$ cat src/verilog/tor_pkg.sv
/*
  Package for the torque-off request, acknowledgement and restart control block.
  Assumes a single 250 MHz system clock and a synchronous active-high reset.
*/
package tor_pkg;

  // ---------------------------------------------------------------------------
  // Clock and timing
  // ---------------------------------------------------------------------------
  localparam int CLK_FREQ_HZ = 250_000_000;
  localparam int CYCLES_PER_MS = CLK_FREQ_HZ / 1000;
  localparam int RESTART_DELAY_MS = 2000;
  localparam int TIME_TO_ZERO_MS = 2000;
  localparam int RESTART_DELAY_CYC = RESTART_DELAY_MS * CYCLES_PER_MS;
  localparam int TIME_TO_ZERO_CYC = TIME_TO_ZERO_MS * CYCLES_PER_MS;
  localparam int TIMER_W = 32;

  // ---------------------------------------------------------------------------
  // Input selection
  // ---------------------------------------------------------------------------
  localparam int NUM_DI = 4;
  localparam int SEL_W = 3;
  localparam logic [SEL_W-1:0] SEL_NONE = 3'h0;

  // ---------------------------------------------------------------------------
  // Register map
  // ---------------------------------------------------------------------------
  localparam int ADDR_W = 4;
  localparam logic [ADDR_W-1:0] ADDR_CFG = 4'h0;
  localparam logic [ADDR_W-1:0] ADDR_RESTART_DLY = 4'h1;
  localparam logic [ADDR_W-1:0] ADDR_ZERO_TIME = 4'h2;
  localparam logic [ADDR_W-1:0] ADDR_STATUS = 4'h3;
  localparam logic [ADDR_W-1:0] ADDR_CMD = 4'h4;

  // CFG fields
  localparam int CFG_EXT_TYPE_LSB = 0;
  localparam int CFG_RAMP_TYPE_LSB = 2;
  localparam int CFG_ACK_MANUAL_BIT = 4;
  localparam int CFG_EMERG_BIT = 5;
  localparam int CFG_PRI_SEL_LSB = 8;
  localparam int CFG_SEC_SEL_LSB = 12;
  localparam int CFG_S1_SEL_LSB = 16;
  localparam int CFG_ACK_SEL_LSB = 20;
  localparam int CFG_CAT0_BIT = 24;
  localparam logic [31:0] CFG_RESET = 32'h0100_2000;

  // STATUS fields
  localparam int ST_TORQUE_OFF_BIT = 0;
  localparam int ST_COMPLETE_BIT = 1;
  localparam int ST_FAULTED_BIT = 2;
  localparam int ST_RESTART_OK_BIT = 3;
  localparam int ST_STATE_LSB = 4;

  // CMD fields
  localparam int CMD_FAULT_RESET_BIT = 0;

  typedef enum logic [1:0] {
    EV_NONE,
    EV_WARNING,
    EV_EVENT,
    EV_FAULT
  } tor_event_t;

  typedef enum logic [1:0] {
    SRC_NONE,
    SRC_INPUT,
    SRC_STOP1,
    SRC_INTERNAL
  } tor_src_t;

endpackage : tor_pkg

$ cat src/verilog/tor_control.sv
/*
  Torque-off request, acknowledgement and restart control.
  Assumes digital inputs are asynchronous pins, ramp and fault flags come from
  same-clock logic, and a plain register port driven by a synchronous master.
*/
module tor_control
  import tor_pkg::*;
#(
  parameter int RESTART_DELAY_DEF = RESTART_DELAY_CYC,
  parameter int TIME_TO_ZERO_DEF = TIME_TO_ZERO_CYC
) (
  input wire logic clk_sys, // System clock
  input wire logic rst, // Synchronous reset
  input wire logic [NUM_DI-1:0] digIn, // Safety digital input pins, high is request
  input wire logic overTemp, // Overtemperature condition
  input wire logic rampLimitHit, // Stop-1 ramp or time limit exceeded
  input wire logic internalFault, // Internal fault detected
  input wire logic [ADDR_W-1:0] regAddr, // Register address
  input wire logic [31:0] regWdata, // Register write data
  input wire logic regWr, // Register write strobe
  input wire logic regRd, // Register read strobe
  output logic [31:0] regRdata, // Register read data
  output logic torqueOff, // Safe torque off active
  output logic torqueOffComplete, // Torque off completed
  output logic restartAllowed, // Restart permitted
  output logic eventValid, // Event pulse to drive
  output logic [1:0] eventType, // Event severity
  output logic driveFaulted // Drive held faulted
);

  // ---------------------------------------------------------------------------
  // Registers and input synchronisers
  // ---------------------------------------------------------------------------
  logic [31:0] cfg_q;
  logic [TIMER_W-1:0] restartDly_q;
  logic [TIMER_W-1:0] zeroTime_q;
  logic [NUM_DI-1:0] diMeta_q;
  logic [NUM_DI-1:0] diSync_q;
  logic [NUM_DI-1:0] diPrev_q;

  always_ff @(posedge clk_sys) begin
    if (rst) begin
      diMeta_q <= '0;
      diSync_q <= '0;
      diPrev_q <= '0;
    end else begin
      diMeta_q <= digIn;
      diSync_q <= diMeta_q;
      diPrev_q <= diSync_q;
    end
  end

  // ---------------------------------------------------------------------------
  // Configuration decode
  // ---------------------------------------------------------------------------
  wire [1:0] extType = cfg_q[CFG_EXT_TYPE_LSB +: 2];
  wire [1:0] rampType = cfg_q[CFG_RAMP_TYPE_LSB +: 2];
  wire emergMode = cfg_q[CFG_EMERG_BIT];
  wire ackManual = cfg_q[CFG_ACK_MANUAL_BIT] | emergMode;
  wire [SEL_W-1:0] priSel = cfg_q[CFG_PRI_SEL_LSB +: SEL_W];
  wire [SEL_W-1:0] secSel = cfg_q[CFG_SEC_SEL_LSB +: SEL_W];
  wire [SEL_W-1:0] s1Sel = cfg_q[CFG_S1_SEL_LSB +: SEL_W];
  wire [SEL_W-1:0] ackSel = cfg_q[CFG_ACK_SEL_LSB +: SEL_W];
  wire cat0 = cfg_q[CFG_CAT0_BIT];

  // Selection value n picks input n-1; zero means unassigned
  function automatic logic pickIn(input logic [SEL_W-1:0] sel, input logic [NUM_DI-1:0] v);
    logic r;
    r = 1'b0;
    for (int i = 0; i < NUM_DI; i++) begin
      if (sel == SEL_W'(i + 1)) begin
        r = v[i];
      end
    end
    return r;
  endfunction : pickIn

  wire priReq = (priSel != SEL_NONE) & pickIn(priSel, diSync_q);
  wire secReq = (secSel != SEL_NONE) & pickIn(secSel, diSync_q);
  wire s1Req = (s1Sel != SEL_NONE) & pickIn(s1Sel, diSync_q);
  wire ackLvl = pickIn(ackSel, diSync_q);
  wire ackRise = (ackSel != SEL_NONE) & ackLvl & ~pickIn(ackSel, diPrev_q);
  wire inputReq = priReq | secReq | (cat0 & overTemp);
  wire anyReq = inputReq | s1Req | internalFault;

  // ---------------------------------------------------------------------------
  // Control state machine
  // ---------------------------------------------------------------------------
  typedef enum logic [1:0] {
    ST_RUN,
    ST_STOP1,
    ST_OFF
  } tor_state_t;

  tor_state_t state_q;
  tor_src_t src_q;
  logic [TIMER_W-1:0] dlyCnt_q;
  logic [TIMER_W-1:0] zeroCnt_q;
  logic complete_q;
  logic faulted_q;
  logic evValid_q;
  logic [1:0] evType_q;

  wire faultReset = regWr & (regAddr == ADDR_CMD) & regWdata[CMD_FAULT_RESET_BIT];
  wire dlyDone = (src_q != SRC_INPUT) | (dlyCnt_q >= restartDly_q);
  wire ackOk = ackManual ? ackRise : ~anyReq;
  wire relOk = (state_q == ST_OFF) & ~anyReq & ackOk & dlyDone & ~faulted_q;
  wire enterOffIn = (state_q != ST_OFF) & (inputReq | internalFault);
  wire enterOffRamp = (state_q == ST_STOP1) & rampLimitHit & ~inputReq & ~internalFault;

  always_ff @(posedge clk_sys) begin
    if (rst) begin
      state_q <= ST_RUN;
      src_q <= SRC_NONE;
      evValid_q <= 1'b0;
      evType_q <= 2'h0;
    end else begin
      evValid_q <= 1'b0;
      case (state_q)
        ST_RUN: begin
          if (enterOffIn) begin
            state_q <= ST_OFF;
            src_q <= internalFault ? SRC_INTERNAL : SRC_INPUT;
            evValid_q <= ~internalFault;
            evType_q <= extType;
          end else if (s1Req) begin
            state_q <= ST_STOP1;
            src_q <= SRC_STOP1;
          end
        end
        ST_STOP1: begin
          if (enterOffIn) begin
            state_q <= ST_OFF;
            src_q <= internalFault ? SRC_INTERNAL : SRC_INPUT;
            evValid_q <= ~internalFault;
            evType_q <= extType;
          end else if (enterOffRamp) begin
            state_q <= ST_OFF;
            evValid_q <= 1'b1;
            evType_q <= rampType;
          end else if (!s1Req) begin
            state_q <= ST_RUN;
            src_q <= SRC_NONE;
          end
        end
        ST_OFF: begin
          if (relOk) begin
            state_q <= ST_RUN;
            src_q <= SRC_NONE;
          end
        end
        default: begin
          state_q <= ST_OFF;
        end
      endcase
    end
  end

  // ---------------------------------------------------------------------------
  // Timers, completion and fault latch
  // ---------------------------------------------------------------------------
  always_ff @(posedge clk_sys) begin
    if (rst) begin
      dlyCnt_q <= '0;
      zeroCnt_q <= '0;
      complete_q <= 1'b0;
      faulted_q <= 1'b0;
    end else begin
      // Clear on release too, so completion never shows outside torque off
      if (state_q != ST_OFF || relOk) begin
        dlyCnt_q <= '0;
        zeroCnt_q <= '0;
        complete_q <= 1'b0;
      end else begin
        if (dlyCnt_q < restartDly_q) begin
          dlyCnt_q <= dlyCnt_q + 1'b1;
        end
        if (zeroCnt_q < zeroTime_q) begin
          zeroCnt_q <= zeroCnt_q + 1'b1;
        end else begin
          complete_q <= 1'b1;
        end
      end
      // Fault event latches; a new fault beats a reset in the same cycle
      if (evValid_q & (evType_q == EV_FAULT)) begin
        faulted_q <= 1'b1;
      end else if (faultReset) begin
        faulted_q <= 1'b0;
      end
    end
  end

  // ---------------------------------------------------------------------------
  // Register port
  // ---------------------------------------------------------------------------
  wire [31:0] statusWord = {26'h0, state_q, restartAllowed, faulted_q, complete_q, torqueOff};
  wire [31:0] rdMux = (regAddr == ADDR_CFG) ? cfg_q :
                      (regAddr == ADDR_RESTART_DLY) ? restartDly_q :
                      (regAddr == ADDR_ZERO_TIME) ? zeroTime_q :
                      (regAddr == ADDR_STATUS) ? statusWord : 32'h0000_0000;

  always_ff @(posedge clk_sys) begin
    if (rst) begin
      cfg_q <= CFG_RESET;
      restartDly_q <= TIMER_W'(RESTART_DELAY_DEF);
      zeroTime_q <= TIMER_W'(TIME_TO_ZERO_DEF);
      regRdata <= 32'h0000_0000;
    end else begin
      if (regWr && regAddr == ADDR_CFG) begin
        cfg_q <= regWdata;
      end
      if (regWr && regAddr == ADDR_RESTART_DLY) begin
        restartDly_q <= regWdata;
      end
      if (regWr && regAddr == ADDR_ZERO_TIME) begin
        zeroTime_q <= regWdata;
      end
      regRdata <= regRd ? rdMux : 32'h0000_0000;
    end
  end

  // ---------------------------------------------------------------------------
  // Outputs
  // ---------------------------------------------------------------------------
  assign torqueOff = (state_q == ST_OFF);
  assign torqueOffComplete = complete_q;
  assign restartAllowed = (state_q != ST_OFF) & ~faulted_q;
  assign eventValid = evValid_q;
  assign eventType = evType_q;
  assign driveFaulted = faulted_q;

endmodule : tor_control

$ cat config.mk
export PLATFORM = sky130hd
export DESIGN_NAME = tor_control
export DESIGN_NICKNAME = d
export VERILOG_FILES = /design/src/verilog/tor_pkg.sv /design/src/verilog/tor_control.sv
export SDC_FILE = /design/constraint.sdc
export NUM_CORES = 1
export LEC_CHECK = 0
export ABC_AREA = 0
export BUFFER_PORTS_ARGS = -buffer_cell sky130_fd_sc_hd__buf_4
export CORE_MARGIN = 2
export CORE_UTILIZATION = 30
export CTS_CLUSTER_DIAMETER = 30
export DETAILED_ROUTE_END_ITERATION = 6
export PLACE_DENSITY_LB_ADDON = 0.15
export SETUP_SLACK_MARGIN = 0.02
export SYNTH_ARGS = -nofsm -noshare
export SYNTH_HDL_FRONTEND = slang
export SYNTH_SLANG_ARGS = --single-unit
$ cat constraint.sdc
create_clock -name clk_sys -period 2.68 [get_ports clk_sys]
set_input_delay 0.134 -clock clk_sys [delete_from_list [all_inputs] [get_ports clk_sys]]
set_output_delay 0.134 -clock clk_sys [all_outputs]
set_load 0.005 [all_outputs]
Word level (Yosys, flattened, before mapping)
Index checks and enable logic that the tools add are counted.
- input bits: 47
- bits in registers: 213
- output and inout port bits: 39
- $add $sub $neg: 2
- bitwise gates (word level): 31
- equal/unequal tests: 32
- $lt $le $gt $ge: 3
- reductions and logical operators: 18
- multiplexer cells: 48
- operators by type and width (operator ; number):
    32-bit 2-to-1 mux ; 3
    32-bit by 1-bit adder with 32-bit output (second input constant) ; 2
    32-bit less-than comparator ; 2
    32-bit greater-or-equal comparator ; 1
    2-bit 2-to-1 mux ; 14
    1-bit 2-to-1 mux ; 26
    3-bit by 2-bit == test with 1-bit output (second input constant) ; 8
    1-bit bitwise AND ; 18
    3-bit nonzero test ; 5
    3-bit by 1-bit == test with 1-bit output (second input constant) ; 4
    3-bit == test (second input constant) ; 4
    3-bit inequality test (second input constant) ; 4
    2-bit case mux with 3 select lines ; 2
    4-bit by 2-bit == test with 1-bit output (second input constant) ; 2
    1-bit OR ; 7
    6-bit 2-to-1 mux ; 1
    1-bit inverter ; 6
    3-bit AND reduction ; 2
    5-bit AND reduction ; 1
    2-bit == test (second input constant) ; 2
    4-bit by 1-bit == test with 1-bit output (second input constant) ; 1
    4-bit by 3-bit == test with 1-bit output (second input constant) ; 1
    4-bit zero test ; 1
    2-bit by 1-bit inequality test with 1-bit output (second input constant) ; 2
    other kinds (10) ; 15

Logic depth before layout (Yosys ltp)
Gate-level depths: netlist of run 1.
- word-level depth: 17
- depth in mapped cells: 12

Worst setup path before layout of run 1
Ideal clock, no wire load.
- kind: register to register
- start: register zeroTime_q[5]
- end: register zeroCnt_q[18]
- buffers on the path: 1
- path slack: 99 ps
- data arrival time: 2512 ps
- cell stages (with the launch flop): 12
- data required time: 2610 ps
- cells stage by stage: dfxtp_1 -> inv_1 -> ha_1 -> a21o_1 -> a221o_1 -> a31oi_1 -> o2111a_2 -> nor2_2 -> or3_1 -> buf_2 -> or3_1 -> a21oi_1
- longest elaborated chain between the ends: 1
- RTL lines (element ; line ; RTL):
    start, declared ; tor_control.sv:36 ; logic [TIMER_W-1:0] zeroTime_q;
    start signal, assigned ; tor_control.sv:206 ; zeroTime_q <= TIMER_W'(TIME_TO_ZERO_DEF);
    start signal, assigned ; tor_control.sv:216 ; zeroTime_q <= regWdata;
    32-bit less-than comparator ; tor_control.sv:178 ; if (zeroCnt_q < zeroTime_q) begin
    end signal, assigned ; tor_control.sv:179 ; zeroCnt_q <= zeroCnt_q + 1'b1;
    end, declared ; tor_control.sv:98 ; logic [TIMER_W-1:0] zeroCnt_q;
No other way between the ends.
A chain may end at the register's enable or synchronous reset.

Worst setup path after layout of run 1
- start: register restartDly_q[10]
- end: register src_q[1]
- longest elaborated chain between the ends: 6
- RTL lines (element ; line ; RTL):
    start, declared ; tor_control.sv:35 ; logic [TIMER_W-1:0] restartDly_q;
    start signal, assigned ; tor_control.sv:205 ; restartDly_q <= TIMER_W'(RESTART_DELAY_DEF);
    start signal, assigned ; tor_control.sv:213 ; restartDly_q <= regWdata;
    32-bit greater-or-equal comparator ; tor_control.sv:105 ; wire dlyDone = (src_q != SRC_INPUT) | (dlyCnt_q >= restartDly_q);
    1-bit OR ; tor_control.sv:105 ;
    1-bit bitwise AND (2 in series) ; tor_control.sv:107 ; wire relOk = (state_q == ST_OFF) & ~anyReq & ackOk & dlyDone & ~faulted_q;
    2-bit by 1-bit inequality test with 1-bit output (no source line) ; -- ;
    5-bit AND reduction (no source line) ; -- ;
    end signal, assigned ; tor_control.sv:123 ; src_q <= internalFault ? SRC_INTERNAL : SRC_INPUT;
    end signal, assigned ; tor_control.sv:134 ; src_q <= internalFault ? SRC_INTERNAL : SRC_INPUT;
    end, declared ; tor_control.sv:96 ; tor_src_t src_q;
No other way between the ends.

==> flow_metrics.py, run 1 <==
metrics = {
    "setup_path": {
        "slowest_stage": "or4_4",
        "required_ps": 3110,
        "cp.arrival_ps": 3030,
        "crit_fanout": 4,
        "critPathMaxStageDelay_ps": 500,
        "crit_chain": "inv_1 > ha_4 > nand4_1 > or4_4 > o221ai_2 > a21oi_2 > a22oi_2 > buf_4 > o211ai_1 > mux2_2",
        "r2r_slack_ps": 90,
        "criticalPathCategory": "flip-flop to flip-flop",
        "crit_family": "compound AO/OA/AOI/OAI gates",
        "critPathBufInv": 2,
        "start_kind": "flip-flop",
        "end_kind": "flip-flop",
    },
    "global_route": {
        "grt_max_degree": 39,
        "grt_pass1_wl_mm": 49.42,
        "grtUsageTotal": 0.1774,
        "antenna_found_initial": 0,
        "grt_overflow": 0,
        "grt_pass1_vias": 8839,
    },
    "drt": {
        "drt-total-wl_mm": 31.79,
        "vias": 9210,
        "ant_nets": 0,
        "drtIter0Drc": 674,
        "drt-vias-per-instance": 4.825,
        "drt_first_pass_iters": 7,
        "wl_per_cell_um": 16.65,
        "drc": 12,
    },
    "floorplan": {
        "die_w_um": 186.5,
        "die_area_sq_um": 34770,
        "design.core.area_sq_um": 32620,
        "io_pins": 86,
        "dieHeight_um": 186.5,
        "rows": 66,
        "start_util": 0.3062,
    },
    "sta": {
        "clock_skew_ps": 19.71,
        "period_share": 0.9682,
        "rsz0062_at_grt": "yes",
        "finalCriticalPeriod_ps": 2595,
        "finalHoldViolations": 0,
        "worst_slack_ps": 85.14,
        "fmax_ghz": 0.3854,
        "slew_viol_final": 0,
        "setup_violations": 0,
        "whs_ps": 111.6,
        "tightest_slew_ps": 807.6,
        "slew_headroom": 0.4603,
    },
    "pwr": {
        "p_sw_frac": 0.2383,
        "ir_worst_vdd_mv": 0.4569,
        "p_seq_frac": 0.303,
        "p_leak_nw": 5.731,
        "p_sw_mw": 2.580,
        "comb_power_share": 0.066,
        "clock_power_share": 0.631,
        "total_power_mw": 10.83,
        "internal_power_mw": 8.248,
        "power.density_nw_per_um2": 748.0,
    },
    "layout": {
        "final_common_cell": "nand2_1",
        "diodes": 0,
        "nets": 1537,
        "layout-drive-gt1-share": 0.2393,
        "area_delta_synth_final_pct": 44.96,
        "multi_input_area_sq_um": 5509,
        "seq_area_sq_um": 4279,
        "final_cell_mix": "226 x nand2_1, 201 x dfxtp_1, 172 x buf_4",
        "fillers": 3176,
    },
    "synthesis": {
        "yosys_most_used_dff": "dfxtp_1",
        "synth_area_leaders": "dfxtp_1 43%, ha_1 8.6%, nand2_1 8.5%",
        "synth_top_area_cell": "dfxtp_1",
        "yosysSeqAreaShare": 0.4270,
        "synth_edf_count": 0,
        "ys_ff_latch": 213,
        "yosysUniqueCellTypes": 59,
        "ys_async_sr_fraction": 0,
        "syn_area_sq_um": 9987,
        "synthCells": 1198,
        "synth_area_per_cell_sq_um": 8.336,
        "yosys_warnings": 0,
        "postSynthNetCount": 1314,
        "yosys.area.top_type_share": 0.4270,
    },
    "run_status": {
        "violations": "design-rule violations",
        "status": "complete, but fails checks",
    },
    "clock_tree": {
        "clk_pin_slew_worst_paths_ps": 50,
        "h-tree-depth": 2,
        "tritoncts": "built",
        "cts_sinks": 213,
        "numCtsBuffers": 54,
        "clock_latency_ps": 560,
        "cts-root-buf": "clkbuf_16",
        "clockBufferDepth": 3,
    },
    "placed_design": {
        "port_buffers": 85,
        "post-dp-hpwl_mm": 22.01,
        "pre_cts_ws_ps": -173.2,
        "place.gp.congestion": 0.8514,
    },
    "hold_path": {
        "hp-class": "input pin to flip-flop",
    },
    "flow_run": {
        "cap_violations": 0,
    },
}
## cell families (layout without fill, tap and decap cells)
family          after synthesis  after routing  share of synthesized area
mux                          11             11                    0.01140
compound gates              235            235                     0.1545
buf+inv                     133            401                    0.05262
flops                       213            213                     0.4270
xor+xnor                     57             57                    0.04999
simple gates                480            481                     0.2181
fa+ha+maj                    69             69                    0.08644
## cell usage after synthesis, drive strengths merged, types with 9 or more instances
| cell type | number |
|---|---|
| o211ai | 28 |
| nor2b | 17 |
| nand3 | 31 |
| dfxtp | 213 |
| ha | 69 |
| and4 | 16 |
| buf | 11 |
| nor4 | 12 |
| nor2 | 112 |
| a211oi | 9 |
| and3 | 10 |
| clkbuf | 49 |
| nand2 | 226 |
| nand4 | 16 |
| xnor2 | 26 |
| xor2 | 31 |
| a21oi | 113 |
| a222oi | 26 |
| o21ai | 28 |
| inv | 73 |
## final cells by class
type / instances / share of cell area
Sequential cell: 213 / 0.2956
Inverter: 73 / 0.01910
Timing Repair Buffer: 226 / 0.1314
Clock buffer: 62 / 0.1003
Clock inverter: 40 / 0.03491
Tap cell: 442 / 0.03820
Multi-Input combinational cell: 853 / 0.3805
## registers in the layout, indices dropped and copies added, names as in the netlist
name               count
cfg_q                 32
diMeta_q               4
diPrev_q               4
diSync_q               4
dlyCnt_q              32
driveFaulted           1
eventType              2
eventValid             1
regRdata              32
restartDly_q          32
src_q                  2
state_q                2
torqueOffComplete      1
zeroCnt_q             32
zeroTime_q            32
## through the flow
stage,setup TNS (ps),util,cell area [sq um],cells
after CTS,0,0.4335,14140,1901
after detailed placement,-1220,0.3574,11660,1752
after floorplan,0,-,9987,1198
final,0,0.4438,14480,1909
after global placement,-689.5,0.3574,11660,1752
after global routing,-220.7,0.4438,14480,1909
## worst paths after layout
check             depth (start not counted)          end              from
setup / recovery                         10     src_q[1]  restartDly_q[10]
hold / removal                            4   eventValid      rampLimitHit
setup reg to reg                         10     src_q[1]  restartDly_q[10]
hold reg to reg                           1  diSync_q[2]       diMeta_q[2]
## power groups by stage
stage	Clock [mW]	Sequential, mW	Combinational [mW]
after global routing	7.13	3.29	0.775
final	6.83	3.28	0.714
after global placement	0	3.34	0.628
after CTS	6.94	3.28	0.684
after floorplan	0	3.33	0.362
after detailed placement	0	3.34	0.629
## layer usage
metal	vias up	part of all wire	GRT usage	wire length, um
li1	4623	-	-	-
met1	4263	0.49	0.2573	15460
met2	270	0.42	0.2606	13480
met3	54	0.062	0.03273	1968
met4	0	0.028	0.06593	881
met5	-	0	0	0
## worst min-delay path: cells and delay by family
kind / cells / cell delay, ps
buffers and inverters: 1 / 80
and+or+nand+nor: 1 / 140
AOI/OAI and AO/OA: 2 / 260
## repair_timing
action                                  4_1_cts  5_1_grt
hold buffers                                 44        0
hold endpoints to repair                    104        0
pin swaps                                     4       24
cloned                                        0        2
buffers inserted                              3        6
resized for setup                            12       55
endpoints found under the setup margin       67       68
No activity file was read; power rests on OpenSTA's default activity.
==> inputs of run 2 (changes only) <==
RECOVER_POWER = 50   (was unset)
==> run 2 against run 1 <==
Effect of this change:
- the run now ends clean
- sequential cell count stayed put
- die area did not move
- via count down 0.49%
- non-clock buffer count did not move
- utilization decreased by 0.18 points
- first-iteration DRC count decreased by 0.15%
- sequential power barely moved
- cell count did not move
==> flow_metrics.py, run 2 (synthesized netlist as in run 1, its figures left out) <==
metrics = {
    "clock_tree": {
        "clk_pin_slew_worst_paths_ps": 50,
        "numCtsBuffers": 54,
        "clockBufferDepth": 3,
        "h-tree-depth": 2,
        "cts-root-buf": "clkbuf_16",
        "tritoncts": "built",
        "clock_latency_ps": 560,
        "cts_sinks": 213,
    },
    "drt": {
        "drc": 0,
        "vias": 9165,
        "wl_per_cell_um": 16.64,
        "drtIter0Drc": 673,
        "drt-total-wl_mm": 31.76,
        "drt-vias-per-instance": 4.801,
        "ant_nets": 0,
        "drt_first_pass_iters": 7,
    },
    "pwr": {
        "p_sw_mw": 2.579,
        "p_sw_frac": 0.2383,
        "power.density_nw_per_um2": 750.6,
        "internal_power_mw": 8.244,
        "p_leak_nw": 5.678,
        "clock_power_share": 0.631,
        "comb_power_share": 0.065,
        "ir_worst_vdd_mv": 0.4578,
        "p_seq_frac": 0.303,
    },
    "setup_path": {
        "rr_endpoint": "src_q[1]",
        "cp.arrival_ps": 3030,
        "crit_fanout": 4,
        "required_ps": 3110,
        "start_kind": "flip-flop",
        "critPathMaxStageDelay_ps": 500,
        "timing.rr.start": "restartDly_q[10]",
        "slowest_stage": "or4_4",
        "crit_chain": "inv_1 > ha_4 > nand4_1 > or4_4 > o221ai_2 > a21oi_2 > a22oi_2 > buf_4 > o211ai_1 > mux2_2",
        "worst-path-stages": 10,
        "criticalPathCategory": "flip-flop to flip-flop",
        "critPathBufInv": 2,
        "crit_family": "compound AO/OA/AOI/OAI gates",
        "r2r_slack_ps": 90,
        "end_kind": "flip-flop",
        "worstRegToRegCells": 10,
    },
    "global_route": {
        "grt_pass1_wl_mm": 49.42,
        "grt_pass1_vias": 8839,
        "grtUsageTotal": 0.1774,
        "antenna_found_initial": 0,
        "grt_overflow": 0,
        "grt_max_degree": 39,
    },
    "layout": {
        "finish.utilization": 0.4421,
        "area_delta_synth_final_pct": 44.39,
        "final_common_cell": "nand2_1",
        "instances_no_fill": 1909,
        "layout-drive-gt1-share": 0.2338,
        "diodes": 0,
        "final_cell_mix": "226 x nand2_1, 201 x dfxtp_1, 129 x buf_4",
        "nets": 1537,
    },
    "floorplan": {
        "io_pins": 86,
        "design.core.area_sq_um": 32620,
        "start_util": 0.3062,
        "die_w_um": 186.5,
        "dieHeight_um": 186.5,
        "rows": 66,
        "die_area_sq_um": 34770,
    },
    "placed_design": {
        "pre_cts_ws_ps": -173.2,
        "place.gp.congestion": 0.8514,
        "post-dp-hpwl_mm": 22.01,
        "dp.cells": 1752,
        "port_buffers": 85,
    },
    "hold_path": {
        "min_from": "regAddr[1]",
        "hold-path-endpoint": "regRdata[3]",
        "whs_path_depth": 5,
        "hp-class": "input pin to flip-flop",
    },
    "sta": {
        "finalCriticalPeriod_ps": 2594,
        "finalHoldViolations": 0,
        "tightest_slew_ps": 842.0,
        "period_share": 0.9678,
        "clock_skew_ps": 19.20,
        "setup_violations": 0,
        "worst_slack_ps": 86.37,
        "rsz0062_at_grt": "yes",
        "slew_viol_final": 0,
        "fmax_ghz": 0.3856,
        "slew_headroom": 0.4387,
    },
    "flow_run": {
        "cap_violations": 0,
    },
    "run_status": {
        "status": "completed",
    },
}
-- run 2: what timing repair did --
| item | CTS | global route |
|---|---|---|
| hold endpoints to repair | 104 | 0 |
| setup endpoints to repair | 67 | 68 |
| pin swaps | 4 | 24 |
| setup buffers | 3 | 6 |
| gates resized for setup | 12 | 55 |
| hold buffers | 44 | 0 |
| gates cloned | 0 | 2 |
-- run 2: power groups by stage --
stage | clock [mW] | combinational [mW] | sequential [mW]
5_1_grt | 7.13 | 0.769 | 3.29
4_1_cts | 6.94 | 0.684 | 3.28
3_5_place_dp | 0 | 0.629 | 3.34
2_1_floorplan | 0 | 0.362 | 3.33
6_report | 6.83 | 0.709 | 3.28
3_3_place_gp | 0 | 0.628 | 3.34
-- run 2: worst max-delay path by stage --
stage               slack [ps]       endpoint             start
floorplan                  100  zeroCnt_q[18]     zeroTime_q[5]
global placement          -130   dlyCnt_q[22]  restartDly_q[19]
detailed placement        -170   dlyCnt_q[22]  restartDly_q[19]
CTS                         20  zeroCnt_q[18]     zeroTime_q[5]
global route               -20       src_q[1]   restartDly_q[7]
finish                      90       src_q[1]  restartDly_q[10]
-- run 2: worst register-to-register path: stages, from the launching register on --
cell	delay [ps]
dfxtp_1	320
inv_1	90
ha_4	300
nand4_1	90
or4_4	500
o221ai_2	230
a21oi_2	110
a22oi_2	270
buf_4	160
o211ai_1	110
mux2_2	290
-- run 2: metal layers --
metal / GRT usage / vias to the layer above / routed length [um]
met4: 0.06593 / 0 / 878
met5: 0 / - / 0
met1: 0.2573 / 4240 / 15610
met3: 0.03273 / 55 / 1763
li1: - / 4623 / -
met2: 0.2606 / 247 / 13510
-- run 2: cell type report --
class | instances | area [sq um]
fillers | 3190 | 18200
multi-input cells | 853 | 5497
flip-flops and latches | 213 | 4279
repair buffers | 226 | 1857
clock buffers | 62 | 1453
well taps | 442 | 553.0
clock inverters | 40 | 505.5
inverters | 73 | 276.5
-- run 2: through the flow --
step	power, mW	hold WS, ps	setup TNS [ps]	area [sq um]
global route	11.19	132.9	-220.7	14420
floorplan	3.690	258.0	0	9987
global placement	3.970	344.7	-689.5	11660
finish	10.82	110.8	0	14420
detailed placement	3.971	348.4	-1220	11660
CTS	10.90	90.20	0	14140
==> inputs of run 3 (changes only) <==
--- a/constraint.sdc
+++ b/constraint.sdc
@@ -3,2 +3,2 @@
 set_output_delay 0.134 -clock clk_sys [all_outputs]
-set_load 0.005 [all_outputs]
+set_load 0.02 [all_outputs]
==> run 3 against run 2 <==
Effect of this change:
- total power is 0.16% higher
- setup slack better by 11 ps
- wire length is 0.15% higher
- hold slack worse by 3.9 ps
- via count hardly changed
- largest power group unchanged
- critical path depth stayed put
- combinational power is 2% higher
- highest routed layer unchanged
- non-clock buffer count stayed put
- cell count stayed put
==> flow_metrics.py, run 3 (synthesized netlist as in run 1, its figures left out) <==
metrics = {
    "layout": {
        "fillers": 3213,
        "diodes": 0,
        "layout-drive-gt1-share": 0.2106,
        "final_common_cell": "nand2_1",
        "nets": 1537,
        "finish.utilization": 0.4382,
        "area_delta_synth_final_pct": 43.11,
        "final_cell_mix": "226 x nand2_1, 201 x dfxtp_1, 129 x buf_4",
    },
    "floorplan": {
        "design.core.area_sq_um": 32620,
        "start_util": 0.3062,
        "io_pins": 86,
        "dieHeight_um": 186.5,
        "die_w_um": 186.5,
        "die_area_sq_um": 34770,
        "rows": 66,
    },
    "global_route": {
        "grtUsageTotal": 0.1774,
        "grt_max_degree": 39,
        "grt_overflow": 0,
        "antenna_found_initial": 0,
        "grt_pass1_vias": 8839,
        "grt_pass1_wl_mm": 49.42,
    },
    "setup_path": {
        "slowest_stage": "or4_4",
        "crit_fanout": 4,
        "crit_chain": "inv_1 > ha_4 > nand4_1 > or4_4 > o221ai_2 > a21oi_2 > a22oi_2 > buf_4 > o211ai_1 > mux2_2",
        "cp.arrival_ps": 3020,
        "start_kind": "flip-flop",
        "criticalPathCategory": "flip-flop to flip-flop",
        "r2r_slack_ps": 100,
        "end_kind": "flip-flop",
        "worstRegToRegCells": 10,
        "required_ps": 3120,
        "critPathMaxStageDelay_ps": 500,
    },
    "placed_design": {
        "post-dp-hpwl_mm": 22.01,
        "place.gp.congestion": 0.8514,
        "port_buffers": 85,
        "pre_cts_ws_ps": -173.2,
    },
    "sta": {
        "slew_viol_final": 0,
        "clock_skew_ps": 19.19,
        "rsz0062_at_grt": "yes",
        "slew_headroom": 0.4308,
        "finalHoldViolations": 0,
        "fmax_ghz": 0.3871,
        "worst_slack_ps": 97.00,
        "period_share": 0.9638,
        "setup_violations": 0,
        "tightest_slew_ps": 853.8,
        "finalCriticalPeriod_ps": 2583,
    },
    "clock_tree": {
        "tritoncts": "built",
        "h-tree-depth": 2,
        "clockBufferDepth": 3,
        "clk_pin_slew_worst_paths_ps": 50,
        "clock_latency_ps": 560,
        "cts-root-buf": "clkbuf_16",
        "cts_sinks": 213,
        "numCtsBuffers": 54,
    },
    "pwr": {
        "p_sw_mw": 2.601,
        "p_sw_frac": 0.2399,
        "clock_power_share": 0.630,
        "p_seq_frac": 0.303,
        "internal_power_mw": 8.240,
        "comb_power_share": 0.067,
        "p_leak_nw": 5.553,
        "ir_worst_vdd_mv": 0.4564,
        "power.density_nw_per_um2": 758.5,
    },
    "drt": {
        "drt-total-wl_mm": 31.81,
        "drc": 0,
        "vias": 9169,
        "wl_per_cell_um": 16.66,
        "drt-vias-per-instance": 4.803,
        "drt_first_pass_iters": 6,
        "drtIter0Drc": 739,
        "ant_nets": 0,
    },
    "hold_path": {
        "hp-class": "input pin to flip-flop",
        "whs_path_depth": 5,
    },
    "run_status": {
        "status": "completed",
    },
    "flow_run": {
        "cap_violations": 0,
    },
}
## run 3: path summary, 6_finish.rpt
check	end	from
worst max-delay path	src_q[1]	restartDly_q[10]
worst max register to register	src_q[1]	restartDly_q[10]
worst min register to register	diSync_q[2]	diMeta_q[2]
worst min-delay path	regRdata[3]	regAddr[1]
## run 3: worst max-delay path: cells and delay by family, from the launching register on
family                   cells  cell delay [ps]
flip-flops                   1              320
multiplexers                 1              290
AND/OR/NAND/NOR              2              590
AO/OA/AOI/OAI                4              710
buffers and inverters        2              250
adder cells (fa/ha/maj)      1              300
## run 3: through the flow
step | total power [mW] | cells | hold slack, ps | TNS (ps) | area (sq um)
after CTS | 10.92 | 1901 | 90.20 | 0 | 14140
after global placement | 3.990 | 1752 | 344.7 | -689.5 | 11660
after global routing | 11.20 | 1909 | 132.9 | -220.7 | 14290
after detailed placement | 3.992 | 1752 | 348.4 | -1220 | 11660
final | 10.84 | 1909 | 107.0 | 0 | 14290
after floorplan | 3.710 | 1198 | 258.0 | 0 | 9987
## run 3: cell type report
| cell class | instances | area, sq um | area share |
|---|---|---|---|
| Clock buffer | 62 | 1453 | 0.1016 |
| Clock inverter | 40 | 505.5 | 0.03537 |
| Inverter | 73 | 276.5 | 0.01935 |
| Multi-Input combinational cell | 853 | 5497 | 0.3846 |
| Sequential cell | 213 | 4279 | 0.2994 |
| Tap cell | 442 | 553.0 | 0.03869 |
| Timing Repair Buffer | 226 | 1729 | 0.1210 |
## run 3: power groups by stage
stage	sequential [mW]	combinational [mW]	clock, mW
2_1_floorplan	3.34	0.373	0
3_3_place_gp	3.34	0.649	0
3_5_place_dp	3.34	0.649	0
4_1_cts	3.28	0.705	6.94
5_1_grt	3.29	0.785	7.13
6_report	3.28	0.724	6.83
## run 3: layer usage
layer	global-route usage	vias to the layer above	wire (um)
li1	-	4622	-
met1	0.2573	4229	15530
met2	0.2606	263	13530
met3	0.03273	55	1872
met4	0.06593	0	878
met5	0	-	0
## run 3: what timing repair did
| action | 4_1_cts | 5_1_grt |
|---|---|---|
| hold buffers | 44 | 0 |
| cloned | 0 | 2 |
| gates resized for setup | 12 | 55 |
| pin swaps | 4 | 24 |
| setup buffers | 3 | 6 |
| endpoints found under the hold margin | 104 | 0 |
| setup endpoints to repair | 67 | 68 |
